File: src/ptm_pkg.sv
// Package with register map, field layout, reset values and modes of the periodic timer
package ptm_pkg;

   // ----------------------------------------------------------------
   // Register word offsets (byte addresses)
   // ----------------------------------------------------------------
   localparam logic [4:0] PTM_OFS_CTRL0   = 5'h00;
   localparam logic [4:0] PTM_OFS_CTRL1   = 5'h04;
   localparam logic [4:0] PTM_OFS_CNT_LO  = 5'h08;
   localparam logic [4:0] PTM_OFS_CNT_HI  = 5'h0C;
   localparam logic [4:0] PTM_OFS_DUTY_LO = 5'h10;
   localparam logic [4:0] PTM_OFS_DUTY_HI = 5'h14;
   localparam logic [4:0] PTM_OFS_PER_LO  = 5'h18;
   localparam logic [4:0] PTM_OFS_PER_HI  = 5'h1C;
   localparam logic [5:0] PTM_OFS_FLAGS   = 6'h20;

   // ----------------------------------------------------------------
   // Field positions
   // ----------------------------------------------------------------
   localparam int PTM_CTRL0_ON_BIT  = 3;
   localparam int PTM_CTRL0_CKS_LSB = 4;
   localparam int PTM_CTRL1_CCLR    = 0;
   localparam int PTM_CTRL1_POL     = 2;
   localparam int PTM_CTRL1_OC      = 3;
   localparam int PTM_CTRL1_IO_LSB  = 4;
   localparam int PTM_CTRL1_MD_LSB  = 6;
   localparam int PTM_FLAG_DUTY     = 0;
   localparam int PTM_FLAG_PER      = 1;

   // ----------------------------------------------------------------
   // Reset values and encodings
   // ----------------------------------------------------------------
   localparam logic [7:0] PTM_RST_BYTE   = 8'h00;
   localparam logic [9:0] PTM_CNT_MAX    = 10'h3FF;
   localparam logic [1:0] PTM_MD_CMP     = 2'h0;
   localparam logic [1:0] PTM_MD_PWM     = 2'h2;
   localparam logic [1:0] PTM_MD_TMR     = 2'h3;
   localparam logic [1:0] PTM_IO_NONE    = 2'h0;
   localparam logic [1:0] PTM_IO_LOW     = 2'h1;
   localparam logic [1:0] PTM_IO_HIGH    = 2'h2;
   localparam logic [1:0] PTM_IO_TOGGLE  = 2'h3;
   localparam logic [2:0] PTM_CK_DIV4    = 3'h0;
   localparam logic [2:0] PTM_CK_SYS     = 3'h1;
   localparam logic [2:0] PTM_CK_PIN_R   = 3'h6;
   localparam logic [2:0] PTM_CK_PIN_F   = 3'h7;
   localparam logic [1:0] PTM_DIV4_LAST  = 2'h3;

   typedef enum logic [0:0] {PTM_BUS_IDLE, PTM_BUS_ACK} ptm_bus_e;

endpackage : ptm_pkg

File: src/ptm_timer.sv
// Periodic timer with period and duty comparators, four modes and an Avalon-MM slave
import ptm_pkg::*;

module ptm_timer (
   input  wire logic        clk,
   input  wire logic        rst_n,
   input  wire logic        clk_en,
   input  wire logic [5:0]  avs_address,
   input  wire logic        avs_read,
   input  wire logic        avs_write,
   input  wire logic [31:0] avs_writedata,
   input  wire logic [3:0]  avs_byteenable,
   output logic      [31:0] avs_readdata,
   output logic             avs_waitrequest,
   input  wire logic        ext_clk_pin,
   output logic             timer_out,
   output logic             timer_out_en,
   output logic             duty_match_flag,
   output logic             period_match_flag
);

   // ----------------------------------------------------------------
   // Declarations
   // ----------------------------------------------------------------
   ptm_bus_e   bus_reg;
   logic [7:0] ctrl0_reg;
   logic [7:0] ctrl1_reg;
   logic [9:0] duty_reg;
   logic [9:0] per_reg;
   logic [9:0] cnt_reg;
   logic [1:0] div_reg;
   logic       pin_s1_reg;
   logic       pin_s2_reg;
   logic       pin_d_reg;
   logic       on_d_reg;
   logic       lvl_reg;
   logic       dflag_reg;
   logic       pflag_reg;
   logic       wr_go;
   logic       rd_go;
   logic [1:0] mode;
   logic [1:0] pfun;
   logic [2:0] cks;
   logic       on_bit;
   logic       on_rise;
   logic       tick;
   logic       pin_edge;
   logic       single;
   logic       pwm;
   logic       duty_hit;
   logic       per_hit;
   logic       ovf;
   logic       clr_cnt;
   logic       pwm_active;
   logic [9:0] cnt_next;
   logic [7:0] rd_byte;

   assign mode   = ctrl1_reg[PTM_CTRL1_MD_LSB +: 2];
   assign pfun   = ctrl1_reg[PTM_CTRL1_IO_LSB +: 2];
   assign cks    = ctrl0_reg[PTM_CTRL0_CKS_LSB +: 3];
   assign on_bit = ctrl0_reg[PTM_CTRL0_ON_BIT];
   assign pwm    = (mode == PTM_MD_PWM) && (pfun != PTM_IO_TOGGLE);
   assign single = (mode == PTM_MD_PWM) && (pfun == PTM_IO_TOGGLE);
   assign on_rise = on_bit && !on_d_reg;

   // ----------------------------------------------------------------
   // Avalon-MM slave: one wait cycle, then the access completes
   // ----------------------------------------------------------------
   assign avs_waitrequest = (avs_read || avs_write) && (bus_reg == PTM_BUS_IDLE);
   assign wr_go = avs_write && (bus_reg == PTM_BUS_ACK) && avs_byteenable[0];
   assign rd_go = avs_read && (bus_reg == PTM_BUS_ACK);

   // Handshake state
   always_ff @(posedge clk) begin
      if (!rst_n) begin
         bus_reg <= PTM_BUS_IDLE;
      end else if (clk_en) begin
         if (bus_reg == PTM_BUS_ACK) begin
            bus_reg <= PTM_BUS_IDLE;
         end else if (avs_read || avs_write) begin
            bus_reg <= PTM_BUS_ACK;
         end
      end
   end

   // Read mux; unmapped offsets read zero
   always_comb begin
      rd_byte = 8'h00;
      case (avs_address)
         {1'b0, PTM_OFS_CTRL0}:   rd_byte = {ctrl0_reg[7:3], 3'b000};
         {1'b0, PTM_OFS_CTRL1}:   rd_byte = ctrl1_reg;
         {1'b0, PTM_OFS_CNT_LO}:  rd_byte = cnt_reg[7:0];
         {1'b0, PTM_OFS_CNT_HI}:  rd_byte = {6'b0, cnt_reg[9:8]};
         {1'b0, PTM_OFS_DUTY_LO}: rd_byte = duty_reg[7:0];
         {1'b0, PTM_OFS_DUTY_HI}: rd_byte = {6'b0, duty_reg[9:8]};
         {1'b0, PTM_OFS_PER_LO}:  rd_byte = per_reg[7:0];
         {1'b0, PTM_OFS_PER_HI}:  rd_byte = {6'b0, per_reg[9:8]};
         PTM_OFS_FLAGS:           rd_byte = {6'b0, pflag_reg, dflag_reg};
         default:                 rd_byte = 8'h00;
      endcase
   end

   // Registered read data
   always_ff @(posedge clk) begin
      if (!rst_n) begin
         avs_readdata <= 32'h0000_0000;
      end else if (clk_en && avs_read && bus_reg == PTM_BUS_IDLE) begin
         avs_readdata <= {24'h00_0000, rd_byte};
      end
   end

   // Configuration and compare registers
   always_ff @(posedge clk) begin
      if (!rst_n) begin
         ctrl1_reg <= PTM_RST_BYTE;
         duty_reg  <= {2'b0, PTM_RST_BYTE};
         per_reg   <= {2'b0, PTM_RST_BYTE};
      end else if (clk_en && wr_go) begin
         case (avs_address)
            {1'b0, PTM_OFS_CTRL1}:   ctrl1_reg <= avs_writedata[7:0] & 8'hFD;
            {1'b0, PTM_OFS_DUTY_LO}: duty_reg[7:0] <= avs_writedata[7:0];
            {1'b0, PTM_OFS_DUTY_HI}: duty_reg[9:8] <= avs_writedata[1:0];
            {1'b0, PTM_OFS_PER_LO}:  per_reg[7:0] <= avs_writedata[7:0];
            {1'b0, PTM_OFS_PER_HI}:  per_reg[9:8] <= avs_writedata[1:0];
            default:                 ctrl1_reg <= ctrl1_reg;
         endcase
      end
   end

   // Control 0: clock select and enable; hardware sets/clears enable in single pulse
   always_ff @(posedge clk) begin
      if (!rst_n) begin
         ctrl0_reg <= PTM_RST_BYTE;
      end else if (clk_en) begin
         if (wr_go && avs_address == {1'b0, PTM_OFS_CTRL0}) begin
            ctrl0_reg <= {avs_writedata[7:3], 3'b000};
         end else if (single && on_bit && duty_hit) begin
            ctrl0_reg[PTM_CTRL0_ON_BIT] <= 1'b0;
         end else if (single && !on_bit && pin_edge) begin
            ctrl0_reg[PTM_CTRL0_ON_BIT] <= 1'b1;
         end
      end
   end

   // ----------------------------------------------------------------
   // Clock source: pin synchroniser, edge detect, divider
   // ----------------------------------------------------------------
   always_ff @(posedge clk) begin
      if (!rst_n) begin
         pin_s1_reg <= 1'b0;
         pin_s2_reg <= 1'b0;
         pin_d_reg  <= 1'b0;
         div_reg    <= 2'b00;
         on_d_reg   <= 1'b0;
      end else if (clk_en) begin
         pin_s1_reg <= ext_clk_pin;
         pin_s2_reg <= pin_s1_reg;
         pin_d_reg  <= pin_s2_reg;
         div_reg    <= div_reg + 2'b01;
         on_d_reg   <= on_bit;
      end
   end

   // Active pin edge follows the clock select edge choice
   assign pin_edge = (cks == PTM_CK_PIN_F) ? (pin_d_reg && !pin_s2_reg) : (!pin_d_reg && pin_s2_reg);

   // Count tick per selected source; other codes fall back to system clock
   always_comb begin
      case (cks)
         PTM_CK_DIV4:  tick = (div_reg == PTM_DIV4_LAST);
         PTM_CK_SYS:   tick = 1'b1;
         PTM_CK_PIN_R: tick = pin_edge;
         PTM_CK_PIN_F: tick = pin_edge;
         default:      tick = 1'b1;
      endcase
   end

   // ----------------------------------------------------------------
   // Comparators and counter
   // ----------------------------------------------------------------
   assign cnt_next = cnt_reg + 10'd1;
   assign ovf      = on_bit && tick && (cnt_reg == PTM_CNT_MAX);
   // Duty match on the tick that reaches the compare value; zero never matches
   assign duty_hit = on_bit && tick && !on_rise && (duty_reg != 10'd0) && (cnt_next == duty_reg);
   // Period match; zero means the overflow at 3FF
   assign per_hit  = on_bit && tick && !on_rise && ((per_reg == 10'd0) ? ovf : (cnt_next == per_reg));

   // Which match clears the counter in each mode
   always_comb begin
      if (single) begin
         clr_cnt = 1'b0;
      end else if (pwm) begin
         clr_cnt = per_hit;
      end else if (ctrl1_reg[PTM_CTRL1_CCLR]) begin
         clr_cnt = duty_hit || ovf;
      end else begin
         clr_cnt = per_hit;
      end
   end

   // Counter: zeroed on enable rise, held while off
   always_ff @(posedge clk) begin
      if (!rst_n) begin
         cnt_reg <= 10'd0;
      end else if (clk_en) begin
         if (on_rise) begin
            cnt_reg <= 10'd0;
         end else if (on_bit && tick) begin
            cnt_reg <= clr_cnt ? 10'd0 : cnt_next;
         end
      end
   end

   // Sticky flags; an event beats a software clear in the same cycle
   always_ff @(posedge clk) begin
      if (!rst_n) begin
         dflag_reg <= 1'b0;
         pflag_reg <= 1'b0;
      end else if (clk_en) begin
         if (duty_hit) begin
            dflag_reg <= 1'b1;
         end else if (wr_go && avs_address == PTM_OFS_FLAGS && avs_writedata[PTM_FLAG_DUTY]) begin
            dflag_reg <= 1'b0;
         end
         if (per_hit && !single && (pwm || !ctrl1_reg[PTM_CTRL1_CCLR])) begin
            pflag_reg <= 1'b1;
         end else if (wr_go && avs_address == PTM_OFS_FLAGS && avs_writedata[PTM_FLAG_PER]) begin
            pflag_reg <= 1'b0;
         end
      end
   end

   // ----------------------------------------------------------------
   // Output pin
   // ----------------------------------------------------------------
   // PWM active while counter below duty; duty at or above period stays active
   assign pwm_active = (per_reg == 10'd0) ? (cnt_reg < duty_reg) || (duty_reg == PTM_CNT_MAX)
                                          : (duty_reg >= per_reg) || (cnt_reg < duty_reg);

   // Compare-mode level and single-pulse state
   always_ff @(posedge clk) begin
      if (!rst_n) begin
         lvl_reg <= 1'b0;
      end else if (clk_en) begin
         if (on_rise) begin
            lvl_reg <= single ? ctrl1_reg[PTM_CTRL1_OC] : ctrl1_reg[PTM_CTRL1_OC];
         end else if (mode == PTM_MD_CMP && duty_hit) begin
            case (pfun)
               PTM_IO_LOW:    lvl_reg <= 1'b0;
               PTM_IO_HIGH:   lvl_reg <= 1'b1;
               PTM_IO_TOGGLE: lvl_reg <= !lvl_reg;
               default:       lvl_reg <= lvl_reg;
            endcase
         end
      end
   end

   // Final pin: compare level, PWM or pulse, with polarity and invert
   always_ff @(posedge clk) begin
      if (!rst_n) begin
         timer_out    <= 1'b0;
         timer_out_en <= 1'b0;
      end else if (clk_en) begin
         timer_out_en <= (mode != PTM_MD_TMR) && (mode != 2'b01);
         if (mode == PTM_MD_PWM) begin
            case (pfun)
               PTM_IO_NONE:   timer_out <= !ctrl1_reg[PTM_CTRL1_OC] ^ ctrl1_reg[PTM_CTRL1_POL];
               PTM_IO_LOW:    timer_out <= ctrl1_reg[PTM_CTRL1_OC] ^ ctrl1_reg[PTM_CTRL1_POL];
               PTM_IO_HIGH:   timer_out <= (pwm_active ~^ ctrl1_reg[PTM_CTRL1_OC]) ^ ctrl1_reg[PTM_CTRL1_POL];
               default:       timer_out <= (on_bit ~^ ctrl1_reg[PTM_CTRL1_OC]) ^ ctrl1_reg[PTM_CTRL1_POL];
            endcase
         end else if (mode == PTM_MD_CMP) begin
            timer_out <= lvl_reg ^ ctrl1_reg[PTM_CTRL1_POL];
         end else begin
            timer_out <= 1'b0;
         end
      end
   end

   assign duty_match_flag   = dflag_reg;
   assign period_match_flag = pflag_reg;

   // ----------------------------------------------------------------
   // Assertions
   // ----------------------------------------------------------------
   per_flag_cclr_a: assert property (@(posedge clk) disable iff (!rst_n)
      (clk_en && mode == PTM_MD_CMP && ctrl1_reg[PTM_CTRL1_CCLR] && !pflag_reg) |=> !pflag_reg)
      else $error("period flag set with duty clear source");
   cnt_zero_rise_a: assert property (@(posedge clk) disable iff (!rst_n)
      (clk_en && on_rise) |=> (cnt_reg == 10'd0))
      else $error("counter not zeroed on enable rise");
   cnt_hold_off_a: assert property (@(posedge clk) disable iff (!rst_n)
      (clk_en && !on_bit && !on_d_reg) |=> $stable(cnt_reg))
      else $error("counter moved while disabled");
   per_clear_a: assert property (@(posedge clk) disable iff (!rst_n)
      (clk_en && mode == PTM_MD_CMP && !ctrl1_reg[PTM_CTRL1_CCLR] && per_hit) |=> (cnt_reg == 10'd0) && pflag_reg)
      else $error("period match did not clear and flag");
   duty_zero_a: assert property (@(posedge clk) disable iff (!rst_n)
      (duty_reg == 10'd0) |-> !duty_hit)
      else $error("duty match with zero duty value");
   pulse_end_a: assert property (@(posedge clk) disable iff (!rst_n)
      (clk_en && single && on_bit && duty_hit && !wr_go) |=> !on_bit && dflag_reg)
      else $error("pulse did not end on duty match");
   pulse_start_a: assert property (@(posedge clk) disable iff (!rst_n)
      (clk_en && single && !on_bit && pin_edge && !wr_go) |=> on_bit)
      else $error("pin edge did not start pulse");
   init_level_a: assert property (@(posedge clk) disable iff (!rst_n)
      (clk_en && on_rise && mode == PTM_MD_CMP) |=> (lvl_reg == $past(ctrl1_reg[PTM_CTRL1_OC])))
      else $error("initial level not loaded");
   tmr_pin_a: assert property (@(posedge clk) disable iff (!rst_n)
      (clk_en && mode == PTM_MD_TMR) |=> !timer_out_en)
      else $error("pin driven in timer mode");
   flag_sticky_a: assert property (@(posedge clk) disable iff (!rst_n)
      (dflag_reg && !wr_go) |=> dflag_reg)
      else $error("duty flag dropped without clear");
   // Read data carries one byte, upper lanes always zero
   rd_upper_zero_a: assert property (@(posedge clk) disable iff (!rst_n)
      avs_readdata[31:8] == 24'h00_0000)
      else $error("read data upper lanes not zero");
   // Every access waits exactly one cycle
   bus_wait_one_a: assert property (@(posedge clk) disable iff (!rst_n)
      (clk_en && (avs_read || avs_write) && bus_reg == PTM_BUS_IDLE) |-> avs_waitrequest)
      else $error("first access cycle not held off");
   bus_done_a: assert property (@(posedge clk) disable iff (!rst_n)
      (clk_en && (avs_read || avs_write) && bus_reg == PTM_BUS_IDLE) |=> !avs_waitrequest)
      else $error("access not completed after one wait");
   // Counter steps by one on each plain tick
   cnt_step_a: assert property (@(posedge clk) disable iff (!rst_n)
      (clk_en && on_bit && tick && !on_rise && !clr_cnt) |=> cnt_reg == $past(cnt_reg) + 10'd1)
      else $error("counter did not step by one");
   // Period match alone never moves the compare level
   per_pin_hold_a: assert property (@(posedge clk) disable iff (!rst_n)
      (clk_en && mode == PTM_MD_CMP && per_hit && !duty_hit && !on_rise) |=> $stable(lvl_reg))
      else $error("period match moved pin level");
   // Duty at or above period keeps the PWM pin active
   pwm_full_a: assert property (@(posedge clk) disable iff (!rst_n)
      (clk_en && pwm && pfun == PTM_IO_HIGH && per_reg != 10'd0 && duty_reg >= per_reg)
      |=> timer_out == ($past(ctrl1_reg[PTM_CTRL1_OC]) ^ $past(ctrl1_reg[PTM_CTRL1_POL])))
      else $error("full duty PWM not active");
   // Forced inactive level while PWM counting runs on
   pwm_force_a: assert property (@(posedge clk) disable iff (!rst_n)
      (clk_en && pwm && pfun == PTM_IO_NONE)
      |=> timer_out == (!$past(ctrl1_reg[PTM_CTRL1_OC]) ^ $past(ctrl1_reg[PTM_CTRL1_POL])))
      else $error("forced inactive level wrong");

   pwm_run_c:    cover property (@(posedge clk) disable iff (!rst_n) pwm && per_hit);
   pulse_run_c:  cover property (@(posedge clk) disable iff (!rst_n) single && duty_hit);
   cmp_toggle_c: cover property (@(posedge clk) disable iff (!rst_n) mode == PTM_MD_CMP && duty_hit && pfun == PTM_IO_TOGGLE);
   pin_trig_c:   cover property (@(posedge clk) disable iff (!rst_n) single && !on_bit && pin_edge);
   duty_clr_c:   cover property (@(posedge clk) disable iff (!rst_n) mode == PTM_MD_CMP && ctrl1_reg[PTM_CTRL1_CCLR] && duty_hit);

endmodule // ptm_timer
File: config.mk
export PLATFORM = sky130hd
export DESIGN_NAME = ptm_timer
export DESIGN_NICKNAME = d
export VERILOG_FILES = /design/src/ptm_pkg.sv /design/src/ptm_timer.sv
export SDC_FILE = /design/constraint.sdc
export NUM_CORES = 1
export LEC_CHECK = 0
export BUFFER_PORTS_ARGS = -buffer_cell sky130_fd_sc_hd__buf_2
export CORE_MARGIN = 2
export CORE_UTILIZATION = 35
export DETAILED_ROUTE_END_ITERATION = 8
export HOLD_SLACK_MARGIN = 0.05
export SETUP_SLACK_MARGIN = 0.3
export SLEW_MARGIN = 20
export SYNTH_ARGS = -nofsm -noshare
export SYNTH_HDL_FRONTEND = slang
export SYNTH_SLANG_ARGS = --single-unit
File: constraint.sdc
create_clock -name clk -period 2.4 [get_ports clk]
set_input_delay 0.48 -clock clk [delete_from_list [all_inputs] [get_ports clk]]
set_output_delay 0.48 -clock clk [all_outputs]
set_load 0.02 [all_outputs]
==> qor.yml <==
sta:
  holdWs_ps: 409
  drv_slew: 0
  finalCritPeriodShare_pct: 104
  hold_viol: 0
  max_freq_ghz: 0.401
  grt_setup_unrepaired: "yes"
  min_period_ps: 2490
  finalWorstSetupSlack_ps: -91.6
  setup_viol: 11
  fin_skew_ps: 10.2
floorplanning:
  die_h_um: 116
  io_pins: 85
  die_x_um: 116
  fp-row-count: 40
  core_area_um2: 12100
  die-area_um2: 13400
  initial_utilization_pct: 36.1
setup_path:
  worst-path-max-fanout: 16
  crit_path_max_incr_delay_ps: 460
  cp_num_cells: 9
  cp-start-kind: "register"
  crit_top_cell: "a31oi_1"
  path_cells: "or3b_1, a41oi_2, nand4b_1, or4_4, nor4_4, nor3_4, buf_12, a31oi_1, a31oi_1"
  crit_slowest_cell: "or4_4"
  worst_r2r_path_depth: 9
  arrival_ps: 2690
  ff2ff_setup_slack_ps: -90
  endpoint: "cnt_reg[7]"
  crit_type: "register to register"
  endpoint_kind: "register"
  crit_start: "ctrl0_reg[4]"
  cpLargestDelayFamily: "simple AND/OR/NAND/NOR gates"
  cp_num_buf_inv: 1
  reg2reg_from: "ctrl0_reg[4]"
  rr_endpoint: "cnt_reg[7]"
  crit_required_ps: 2600
synthesis:
  synth_top_area_cell: "dfxtp_1"
  synth_common_cells: "nand2_1 (64), dfxtp_1 (62), inv_1 (28), nor2b_1 (28), ha_1 (26)"
  syn-cell-area_um2: 4380
  synth_edf_count: 0
  synthArstFlopShare_pct: 0
  synth_top_area_share_pct: 28.4
  syn_inst: 540
  ys_seq_elements: 62
  synth_flop_cell: "dfxtp_1"
  yosysMostFrequentCell: "nand2_1"
  ys_seq_area_share_pct: 28.4
  syn_avg_cell_area_um2: 8.10
  yosys_warnings: 0
  synth.area.top_cells: "dfxtp_1 (28%), ha_1 (7.4%), nand2_1 (5.5%)"
  ys_types: 63
cts:
  clkSinkCount: 62
  clk_pin_slew_worst_paths_ps: 60
  cts_hold_buf: 0
  insertion_delay_ps: 340
  cts_root_buf: "clkbuf_16"
  htreeDepth: 3
  cts_buffers: 9
  clockBufferDepth: 2
  cts_tree: "built"
placed_design:
  io_buffers: 33
  globalplace.congestion: 0.941
  place_ws_ps: -89.7
  place_hpwl_mm: 10.5
  placed_cells: 806
power:
  irDropWorstVdd_v: 0.000457
  cellPowerDensity_nw_per_um2: 424
  leakage_nw: 2.22
final_layout:
  area_delta_synth_final_pct: 32.6
  multi_input_area_um2: 3010
  nets: 726
  layout.cells.non_filler: 825
  seqCellArea_um2: 1270
  antennaDiodeCount: 0
  drive_gt1_share_pct: 30.3
  nFillCells: 1191
  fin_util_pct: 47.9
route:
  routed_wl_mm: 13.6
  vias_per_cell: 5.23
  avgRoutedWirePerCell_um: 16.4
  drtPass1Iterations: 5
  antenna_left: 0
  drc: 0
  vias: 4312
  drtIter0Drc: 328
global_route:
  groute.usage.overall_pct: 21.1
  grt_pass1_wl_mm: 21.8
  antenna_found_initial: 0
  grt_start_max_net_pins: 62
  grt_overflow_total: 0
  first_global_vias: 4231
worst_hold_path:
  hold_class: "input port to register"
run:
  drv_cap: 0
run_status:
  violations: "setup timing"
  status: "complete, but fails checks"
[through the flow]
step / power, mW / TNS, ps / area, µm²
after detailed placement: 1.25 / -591 / 5410
after floorplan: 1.21 / 0 / 4620
after global routing: 2.53 / -1420 / 5800
final: 2.46 / -603 / 5800
after CTS: 2.47 / -730 / 5750
after global placement: 1.24 / -407 / 5410
[area by class of cell]
type,instances,share of cell area [%]
well taps,168,3.62
repair buffers,130,16.1
inverters,28,1.81
flip-flops and latches,62,21.9
multi-input cells,421,51.8
clock buffers,11,4.18
clock inverters,5,0.582
[worst register-to-register path, cell delays in order, from the launching register on]
cell	delay (ps)
dfxtp_2	310
or3b_1	380
a41oi_2	250
nand4b_1	170
or4_4	460
nor4_4	310
nor3_4	70
buf_12	150
a31oi_1	180
a31oi_1	70
[power by group]
part	switching (mW)	total, mW	internal, mW
Combinational	0.122	0.182	0.0603
Clock	0.504	1.23	0.727
Sequential	0.00689	1.04	1.04
[cell families (layout without fill, tap and decap cells)]
family | count (synthesis) | in the layout | share of synthesized area, %
other | 1 | 24 | 0.0857
buffers and inverters | 80 | 174 | 9.15
flip-flops | 62 | 62 | 28.4
AND/OR/NAND/NOR | 201 | 201 | 24.4
XOR/XNOR | 30 | 30 | 6.66
AO/OA/AOI/OAI | 118 | 118 | 18.6
adder cells (fa/ha/maj) | 26 | 26 | 7.43
multiplexers | 22 | 22 | 5.32
[routing by layer]
metal | vias to the layer above | part of all wire (%) | wire (µm) | GRT usage [%]
met5 | - | 0 | 0 | 0
met4 | 0 | 3.3 | 451 | 9.29
met3 | 35 | 6.0 | 814 | 4.24
met2 | 156 | 47 | 6350 | 34.6
met1 | 2015 | 44 | 5950 | 27.0
li1 | 2106 | - | - | -
[placed cells by master, fill, tap and decap left out, drive strengths merged, types with 2 or more instances in the layout]
master      n
a22oi       8
a21o        3
nand3      20
o41ai       2
and4        2
o2111ai     2
a31oi      17
and3        3
conb       24
nand3b      7
nand4      13
a221oi      3
xnor2      21
o211ai      2
and2        5
nor3b       2
inv        29
clkbuf     11
or3         4
nor3       11
a211oi      3
o31ai       2
o21ai      20
nor2b      28
nand2      64
dfxtp      62
a21boi     22
nor4        7
xor2        7
clkinvlp    2
ha         26
a21oi      16
mux2i      21
clkinv      2
nor2       21
buf       130
nand2b      6
a32oi       6
a41oi       4
[worst min path at each step]
stage / slack (ps) / startpoint / cells after the start / endpoint
3_3_place_gp: 460 / ctrl0_reg[7] / 2 / ctrl0_reg[7]
6_report: 410 / ext_clk_pin / 3 / pin_s1_reg
3_5_place_dp: 460 / ctrl0_reg[7] / 2 / ctrl0_reg[7]
4_1_cts: 410 / ext_clk_pin / 3 / pin_s1_reg
5_1_grt: 440 / avs_writedata[2] / 3 / duty_reg[2]
2_1_floorplan: 440 / ctrl0_reg[7] / 2 / ctrl0_reg[7]
[timing repair]
action                     in CTS  in global routing
setup endpoints to repair      15                 15
pin swaps                       9                  2
buffers inserted                3                  0
resized for setup              16                 14
Power figures use the tool's default switching activity.
